$ cat src/pfm_pkg.sv
package pfm_pkg;
   // block geometry
   localparam int CHANNELS = 3;
   localparam int MS_W = 14;

   // clock and time base
   localparam int CLK_PERIOD_NS = 5;
   localparam int NS_PER_MS = 1000000;
   localparam int CYCLES_PER_MS_DEF = NS_PER_MS / CLK_PERIOD_NS;

   // integration time limits and default, in ms
   localparam logic [31:0] INTEG_MIN_MS = 32'h0000000a;
   localparam logic [31:0] INTEG_MAX_MS = 32'h00002710;
   localparam logic [MS_W-1:0] INTEG_RESET_MS = 14'h0064;

   // count to millihertz: pulses * 1000 ms/s * 1000 mHz/Hz / ms
   localparam logic [63:0] MHZ_SCALE = 64'h00000000000f4240;
   localparam logic [30:0] FREQ_SAT = 31'h7fffffff;
   localparam logic [6:0] DIV_STEPS = 7'h40;

   // job codes
   localparam logic [15:0] JOB_NOP = 16'h0000;
   localparam logic [15:0] JOB_WR_INTEG = 16'h0004;
   localparam logic [15:0] JOB_RD_INTEG = 16'h0084;

   // job status codes
   localparam logic [15:0] STAT_OK = 16'h0000;
   localparam logic [15:0] STAT_TOO_LOW = 16'h0221;
   localparam logic [15:0] STAT_TOO_HIGH = 16'h0222;
   localparam logic [15:0] STAT_BAD_JOB = 16'h02ff;
   localparam logic [15:0] STAT_BAD_CHAN = 16'h8009;

   // interrupt selection
   typedef enum logic [1:0] {
      PFM_IRQ_NONE,
      PFM_IRQ_PROC,
      PFM_IRQ_DIAG_PROC
   } pfm_irqsel_t;

   // apb register offsets and fields
   localparam logic [11:0] REG_CTRL = 12'h000;
   localparam logic [11:0] REG_STATUS = 12'h004;
   localparam logic [11:0] REG_FREQ0 = 12'h008;
   localparam logic [11:0] REG_FREQ1 = 12'h00c;
   localparam logic [11:0] REG_FREQ2 = 12'h010;
   localparam int CTRL_EOM_BIT = 2;
   localparam int STS_PROC_BIT = 3;
   localparam int STS_LOST_BIT = 4;
   localparam logic [2:0] CTRL_RESET = 3'h0;
endpackage

$ cat src/pfm_freq_meter.sv
// Summary of operation
// - count pulses per period, convert to frequency
// - integration time 10 to 10000 ms, 1 ms
// - result changes only at period end
// - no edge in period reports zero
// - result in millihertz, signed 32 bits
// - channels measure fully independently
// - measured signal taken from B input
// - interrupt select: none, process, diag plus process
// - end of period raises process interrupt
// - diagnostic interrupt only for lost interrupt
// - soft gate starts/stops; gate flag reported
// - job starts on rising job request
// - no new job before done; done idle
// - logical base address ignored
// - other configuration settings ignored
// - job codes: none, write, read time
// - job error flag with status code
// - read job value on read output
module pfm_freq_meter
   import pfm_pkg::*;
#(
   parameter int CYCLES_PER_MS = CYCLES_PER_MS_DEF
) (
   // clock, reset, enable
   input wire logic sys_clk,
   input wire logic resetn,
   input wire logic clkEn,
   // measurement inputs, B side of each channel
   input wire logic [CHANNELS-1:0] measInB,
   // soft gates and gate state
   input wire logic [CHANNELS-1:0] softGateEnable,
   output logic [CHANNELS-1:0] gateStateFlag,
   // evaluated frequencies in mHz
   output logic [31:0] measuredFrequency0,
   output logic [31:0] measuredFrequency1,
   output logic [31:0] measuredFrequency2,
   // job request interface
   input wire logic jobReq,
   input wire logic [1:0] jobChannel,
   input wire logic [15:0] jobCode,
   input wire logic [31:0] jobWriteValue,
   input wire logic [15:0] logicalBaseAddress,
   output logic jobDone,
   output logic jobErr,
   output logic [15:0] jobStat,
   output logic [31:0] jobReadValue,
   // interrupts
   output logic procIrq,
   output logic diagIrq,
   // apb slave
   input wire logic psel,
   input wire logic penable,
   input wire logic pwrite,
   input wire logic [11:0] paddr,
   input wire logic [31:0] pwdata,
   output logic [31:0] prdata,
   output logic pready,
   output logic pslverr
);

   logic [MS_W-1:0] integMs [CHANNELS];
   logic [31:0] freq [CHANNELS];
   logic [CHANNELS-1:0] endEv;
   logic [CHANNELS-1:0] prevB;
   logic jobReqPrev;
   logic jobPend;
   logic [1:0] irqSel;
   logic eomEnable;
   logic lostFlag;
   logic apbAccess;
   logic apbWrite;
   logic clrProc;
   logic clrLost;

   assign measuredFrequency0 = freq[0];
   assign measuredFrequency1 = freq[1];
   assign measuredFrequency2 = freq[2];
   assign apbAccess = psel & penable & ~pready;
   // writes land on the edge where the master sees pready, not before
   assign apbWrite = psel & penable & pready & pwrite;
   assign clrProc = apbWrite & (paddr == REG_STATUS) & pwdata[STS_PROC_BIT];
   assign clrLost = apbWrite & (paddr == REG_STATUS) & pwdata[STS_LOST_BIT];

   // input history for edge detection, one shared register per concern
   always_ff @(posedge sys_clk or negedge resetn) begin
      if (!resetn) begin
         prevB <= '0;
      end else if (clkEn) begin
         prevB <= measInB;
      end
   end

   // each channel owns its counters and divider, nothing shared
   for (genvar ch = 0; ch < CHANNELS; ch++) begin : g_chan
      logic [31:0] cycCnt;
      logic [MS_W-1:0] msCnt;
      logic [MS_W-1:0] curMs;
      logic [31:0] pulses;
      logic risingB;
      logic msTick;
      logic periodEnd;
      logic [63:0] quo;
      logic [MS_W-1:0] rem;
      logic [MS_W-1:0] divisor;
      logic [6:0] steps;
      logic divBusy;
      logic [MS_W:0] trial;

      assign risingB = measInB[ch] & ~prevB[ch];
      assign msTick = (cycCnt == 32'(CYCLES_PER_MS - 1));
      // a gate closing in the last cycle must not report the cut period
      assign periodEnd = gateStateFlag[ch] & softGateEnable[ch] & msTick
         & (msCnt == curMs - 14'h0001);
      assign trial = {rem, quo[63]};

      // gate follow, pulse counting and period timing
      always_ff @(posedge sys_clk or negedge resetn) begin
         if (!resetn) begin
            gateStateFlag[ch] <= 1'b0;
            cycCnt <= '0;
            msCnt <= '0;
            curMs <= INTEG_RESET_MS;
            pulses <= '0;
            endEv[ch] <= 1'b0;
         end else if (clkEn) begin
            gateStateFlag[ch] <= softGateEnable[ch];
            endEv[ch] <= periodEnd;
            if (softGateEnable[ch] && !gateStateFlag[ch]) begin
               // fresh period from a cleared count
               cycCnt <= '0;
               msCnt <= '0;
               pulses <= '0;
               curMs <= integMs[ch];
            end else if (gateStateFlag[ch] && softGateEnable[ch]) begin
               if (periodEnd) begin
                  cycCnt <= '0;
                  msCnt <= '0;
                  pulses <= '0;
                  curMs <= integMs[ch];
               end else begin
                  cycCnt <= msTick ? '0 : cycCnt + 32'h00000001;
                  msCnt <= msTick ? msCnt + 14'h0001 : msCnt;
                  pulses <= pulses + {31'h00000000, risingB};
               end
            end
            // a closing gate just stops; the frozen count is never reported
         end
      end

      // restoring divider, 64 steps: a shorter period would restart it unfinished
      always_ff @(posedge sys_clk or negedge resetn) begin
         if (!resetn) begin
            quo <= '0;
            rem <= '0;
            divisor <= INTEG_RESET_MS;
            steps <= '0;
            divBusy <= 1'b0;
         end else if (clkEn) begin
            if (periodEnd) begin
               // the edge in the closing cycle still belongs to this period
               quo <= 64'(pulses + {31'h00000000, risingB}) * MHZ_SCALE;
               rem <= '0;
               divisor <= curMs;
               steps <= DIV_STEPS;
               divBusy <= 1'b1;
            end else if (divBusy) begin
               if (trial >= {1'b0, divisor}) begin
                  rem <= MS_W'(trial - {1'b0, divisor});
                  quo <= {quo[62:0], 1'b1};
               end else begin
                  rem <= trial[MS_W-1:0];
                  quo <= {quo[62:0], 1'b0};
               end
               steps <= steps - 7'h01;
               divBusy <= (steps != 7'h01);
            end
         end
      end

      // result only moves when a finished period's quotient is ready
      always_ff @(posedge sys_clk or negedge resetn) begin
         if (!resetn) begin
            freq[ch] <= '0;
         end else if (clkEn && divBusy && steps == 7'h01) begin
            // last step folded in here; saturate so the value stays positive
            if (quo[62:30] != '0) begin
               freq[ch] <= {1'b0, FREQ_SAT};
            end else begin
               freq[ch] <= {1'b0, quo[29:0], (trial >= {1'b0, divisor})};
            end
         end
      end
   end

   // job engine: edge-triggered, one cycle of work, done stays high when idle
   always_ff @(posedge sys_clk or negedge resetn) begin
      if (!resetn) begin
         jobReqPrev <= 1'b0;
         jobPend <= 1'b0;
         jobDone <= 1'b1;
         jobErr <= 1'b0;
         jobStat <= STAT_OK;
         jobReadValue <= '0;
         for (int i = 0; i < CHANNELS; i++) begin
            integMs[i] <= INTEG_RESET_MS;
         end
      end else if (clkEn) begin
         jobReqPrev <= jobReq;
         // the logical base address is never decoded
         if (jobReq && !jobReqPrev && !jobPend) begin
            // code, channel and value are taken at the request edge itself
            jobPend <= 1'b1;
            jobDone <= 1'b0;
            jobErr <= 1'b0;
            jobStat <= STAT_OK;
            if (jobChannel >= 2'(CHANNELS)) begin
               jobErr <= 1'b1;
               jobStat <= STAT_BAD_CHAN;
            end else begin
               case (jobCode)
                  JOB_NOP: begin
                  end
                  JOB_WR_INTEG: begin
                     if ($signed(jobWriteValue) < $signed(INTEG_MIN_MS)) begin
                        jobErr <= 1'b1;
                        jobStat <= STAT_TOO_LOW;
                     end else if ($signed(jobWriteValue) > $signed(INTEG_MAX_MS)) begin
                        jobErr <= 1'b1;
                        jobStat <= STAT_TOO_HIGH;
                     end else begin
                        integMs[jobChannel] <= jobWriteValue[MS_W-1:0];
                     end
                  end
                  JOB_RD_INTEG: begin
                     jobReadValue <= {18'h00000, integMs[jobChannel]};
                  end
                  default: begin
                     jobErr <= 1'b1;
                     jobStat <= STAT_BAD_JOB;
                  end
               endcase
            end
         end else if (jobPend) begin
            // one busy cycle, then idle again with the result standing
            jobPend <= 1'b0;
            jobDone <= 1'b1;
         end
      end
   end

   // control register: only interrupt choice and end-of-period enable exist
   always_ff @(posedge sys_clk or negedge resetn) begin
      if (!resetn) begin
         {eomEnable, irqSel} <= CTRL_RESET;
      end else if (clkEn && apbWrite && paddr == REG_CTRL) begin
         irqSel <= pwdata[1:0];
         eomEnable <= pwdata[CTRL_EOM_BIT];
      end
   end

   // process and lost-interrupt flags; a new event beats a clear
   always_ff @(posedge sys_clk or negedge resetn) begin
      if (!resetn) begin
         procIrq <= 1'b0;
         lostFlag <= 1'b0;
         diagIrq <= 1'b0;
      end else if (clkEn) begin
         if (|endEv && eomEnable && irqSel != PFM_IRQ_NONE) begin
            procIrq <= 1'b1;
            if (procIrq && !clrProc) begin
               lostFlag <= 1'b1;
               diagIrq <= (irqSel == PFM_IRQ_DIAG_PROC);
            end else if (clrLost) begin
               lostFlag <= 1'b0;
               diagIrq <= 1'b0;
            end
         end else begin
            if (clrProc) begin
               procIrq <= 1'b0;
            end
            if (clrLost) begin
               lostFlag <= 1'b0;
               diagIrq <= 1'b0;
            end
         end
      end
   end

   // apb answer one cycle into the access phase
   always_ff @(posedge sys_clk or negedge resetn) begin
      if (!resetn) begin
         pready <= 1'b0;
         pslverr <= 1'b0;
         prdata <= '0;
      end else if (clkEn) begin
         pready <= apbAccess;
         pslverr <= 1'b0;
         prdata <= '0;
         if (apbAccess) begin
            case (paddr)
               REG_CTRL: prdata <= {29'h00000000, eomEnable, irqSel};
               REG_STATUS: prdata <= {27'h0000000, lostFlag, procIrq, gateStateFlag};
               REG_FREQ0: prdata <= freq[0];
               REG_FREQ1: prdata <= freq[1];
               REG_FREQ2: prdata <= freq[2];
               default: pslverr <= 1'b1;
            endcase
         end
      end
   end

endmodule // pfm_freq_meter

$ cat config.mk
export PLATFORM = sky130hd
export DESIGN_NAME = pfm_freq_meter
export DESIGN_NICKNAME = d
export VERILOG_FILES = /design/src/pfm_pkg.sv /design/src/pfm_freq_meter.sv
export SDC_FILE = /design/constraint.sdc
export NUM_CORES = 2
export LEC_CHECK = 0
export ABC_CLOCK_PERIOD_IN_PS = 8570
export BUFFER_PORTS_ARGS = -buffer_cell sky130_fd_sc_hd__buf_4
export CAP_MARGIN = 20
export CORE_MARGIN = 3
export CORE_UTILIZATION = 37
export CTS_BUF_LIST = sky130_fd_sc_hd__clkbuf_8
export DETAILED_ROUTE_END_ITERATION = 8
export HOLD_SLACK_MARGIN = 0.02
export PLACE_DENSITY = 0.62
export SYNTH_ARGS = -nofsm -noshare
export SYNTH_HDL_FRONTEND = slang
export SYNTH_SLANG_ARGS = --single-unit
$ cat constraint.sdc
create_clock -name sys_clk -period 8.57 [get_ports sys_clk]
set_input_delay 1.2855 -clock sys_clk [delete_from_list [all_inputs] [get_ports sys_clk]]
set_output_delay 1.2855 -clock sys_clk [all_outputs]
set_load 0.02 [all_outputs]
==> flow_summary.json <==
{
  "wl_met1_mm": 80.2,
  "p_int_mw": 6.06,
  "combPwrFrac": 0.118,
  "cts_resized": 0,
  "cts_tree": "yes",
  "cts.path.max_buffers": 3,
  "arrival_ns": 8.61,
  "rows": 148,
  "fin_crit_ns": 7.86,
  "worstMarginPinSlew_ns": 1.09,
  "syn_area_per_cell_um2": 9.33,
  "viasPerCell": 5.28,
  "dieHeight_um": 413,
  "power_density_nw_per_um2": 121,
  "hold_viol_final": 0,
  "slew_headroom": 0.271,
  "globalRouteTotalUtil": 0.195,
  "syn_inst": 6564,
  "antenna_found_initial": 6,
  "grt_first_pass_wirelength_mm": 267,
  "final_cell_area_um2": 70300,
  "routed-wl-met3_mm": 11.5,
  "cts-buffers-inserted": 141,
  "drc_errors": 0,
  "area_growth_pct": 14.7,
  "power.total_mw": 8.53,
  "final_cells": 9296,
  "cts_max_level": 4,
  "gp_congestion": 0.891,
  "p_leak_nw": 36.6,
  "cp-start-kind": "input pin",
  "synth_ff_type": "dfrtp_1",
  "power_switching_mw": 2.47,
  "port_buffers": 236,
  "cts.sinks": 783,
  "power_frac_clock": 0.430,
  "highest_layer": "met4",
  "finClkSkew_ns": 0.0550,
  "worst_path_most_repeated_cell": "buf_4",
  "drv_cap": 0,
  "netlist.area_leader.share": 0.308,
  "fmax_ghz": 0.127,
  "ys_async_sr_fraction": 1.00,
  "ir_drop_mv": 0.142,
  "maxSlewViolCount": 0,
  "cts_hold_buf": 0,
  "fp.dieW_um": 413,
  "criticalPathCategory": "input pin to flip-flop",
  "synth_top_cell_by_area": "dfrtp_1",
  "required_ns": 9.32,
  "drtIter0Drc": 3698,
  "switching_share": 0.289,
  "gr-total-overflow": 0,
  "critPathMaxStageDelay_ns": 0.68,
  "finalSetupViolCount": 0,
  "drive_gt1_frac": 0.134,
  "p_seq_frac": 0.452,
  "core-area_um2": 164000,
  "clk-insertion-delay-late_ns": 0.90,
  "dp_cells": 9043,
  "outcome": "completed",
  "hpwl_mm": 128,
  "fin_nets": 8027,
  "wl_per_cell_um": 17.8,
  "num_vias": 49108,
  "finalSetupTns_ns": 0,
  "crit_fanout": 5,
  "synth-seq-cells": 783,
  "drt-total-wl_mm": 166,
  "slowest_stage": "a2111oi_0",
  "grt_pass1_vias": 48402,
  "synthDistinctLibCells": 87,
  "ant_nets": 0,
  "yosys_warnings": 0,
  "hp-class": "input pin to async pin",
  "rsz0062_at_grt": "no",
  "period_share": 0.917,
  "synth-edff-count": 0,
  "yosysSeqAreaShare": 0.320,
  "die-area_um2": 171000,
  "synth_area_leaders": "dfrtp_1, fa_1, ha_1",
  "drtPass1Iterations": 8,
  "cts_setup_buffers": 0,
  "syn_area_um2": 61300,
  "initial_core_util": 0.374,
  "placed_area_um2": 67300,
  "grt_max_degree": 151,
  "ioPinCount": 308,
  "cts_root_buffer": "clkbuf_8",
  "n_fill_cell": 15832,
  "met2_length_mm": 71.1,
  "clkTransAtPathRegs_ns": 0.06,
  "crit_path_end_kind": "flip-flop"
}
## layout make-up
cell class                 count  area (um^2)  share of cell area
multi-input combinational   4669        37400               0.533
antenna                        2         5.00           0.0000712
sequential                   783        19600               0.279
clock inverter                71          499             0.00710
clock buffer                 176         2420              0.0345
inverter                     848         3180              0.0453
tap                         2175         2720              0.0387
timing repair buffer         572         4390              0.0624
## stage by stage
step           setup WS, ns   util  hold slack, ns
5_1_grt               0.256  0.429           0.335
2_1_floorplan        0.0335      -           0.445
4_1_cts               0.843  0.429           0.273
3_3_place_gp         -0.105  0.411           0.465
6_report              0.710  0.429           0.348
3_5_place_dp         -0.130  0.411           0.470
## cells by family after synthesis
kind of cell	count (synthesis)	synth area share
AND/OR/NAND/NOR	1632	0.127
AO/OA/AOI/OAI	1477	0.156
buffers and inverters	1139	0.0728
adder cells (fa/ha/maj)	902	0.229
flip-flops	783	0.320
XOR/XNOR	480	0.0686
multiplexers	150	0.0263
other	1	0.0000612
## worst max-delay path, delay by kind of cell
family	cells	cell delay, ns
adders and majority gates	9	3.51
xor gates and xnor gates	2	0.35
AOI/OAI and AO/OA	7	1.76
and+or+nand+nor	3	0.51
buffers and inverters	10	1.19
## power by group through the flow
stage          Clock (mW)  Combinational (mW)  Sequential (mW)
2_1_floorplan           0               0.662             3.90
3_3_place_gp            0               0.986             3.91
3_5_place_dp            0                1.01             3.92
4_1_cts              3.79                1.02             3.85
5_1_grt              3.95                1.15             3.86
6_report             3.67                1.00             3.85
## worst paths after layout
| path | slack (ns) | to | startpoint | cells past startpoint |
|---|---|---|---|---|
| setup / recovery | 0.71 | g_chan[0].quo[50] | measInB[0] | 31 |
| hold / removal | 0.35 | measuredFrequency1[12] | resetn | 1 |
| setup reg to reg | 0.98 | g_chan[0].quo[50] | prevB[0] | 30 |
| hold reg to reg | 0.48 | lostFlag | lostFlag | 2 |
| max in group asynchronous | 6.43 | g_chan[0].pulses[27] | resetn | 3 |
| min in group sys_clk | 0.48 | lostFlag | lostFlag | 2 |
## flip-flops by register name (all words and copies together) (netlist names), 42 cells and up
signal	count
g_chan.msCnt	42
g_chan.quo	192
integMs	42
g_chan.divisor	42
g_chan.curMs	42
g_chan.rem	42
g_chan.cycCnt	96
g_chan.pulses	96
## cells in the final DEF, fill, tap and decap left out, types with 18 or more instances in the layout
cell / count
a211oi_1: 19
o22ai_1: 97
inv_1: 878
nand2b_1: 44
conb_1: 28
xor2_1: 211
buf_4: 563
and3_1: 95
or3_1: 40
o2bb2ai_1: 27
mux2_2: 87
nand2_1: 480
a222oi_1: 31
clkbuf_8: 176
a21o_1: 104
dfstp_2: 28
and2_1: 34
o21bai_1: 41
a31oi_1: 28
and4_1: 18
xnor2_1: 267
a21oi_1: 349
o21ai_0: 359
nor4_1: 67
fa_1: 369
nand4_1: 68
nor3_1: 60
nor2b_1: 37
mux2i_1: 63
dfrtp_1: 755
a22o_1: 58
o31ai_1: 102
o21a_1: 29
ha_1: 520
a22oi_1: 27
nor2_1: 449
o22a_1: 95
nand3_1: 154
## cell usage after synthesis (all sizes together) (19+ instances only)
library cell,n
or3,40
nor4,70
a211oi,19
o31ai,102
o21ai,365
dfstp,28
a21oi,354
mux2,87
mux2i,63
dfrtp,755
o2bb2ai,27
nand2,483
a222oi,31
o22a,95
a31oi,28
xor2,212
nor2,459
nand2b,44
nand4,68
and2,35
a22o,58
nand3,154
o21a,29
xnor2,268
buf,78
o21bai,42
nor3,61
inv,839
ha,520
and3,95
clkbuf,213
o22ai,97
a21o,104
fa,369
a22oi,27
nor2b,38
## metal layers
layer	vias to the layer above	global-route usage
met4	0	0.0483
li1	23346	-
met5	-	0
met1	24375	0.286
met3	169	0.0408
met2	1218	0.290
(Power assumes the default switching activity.)
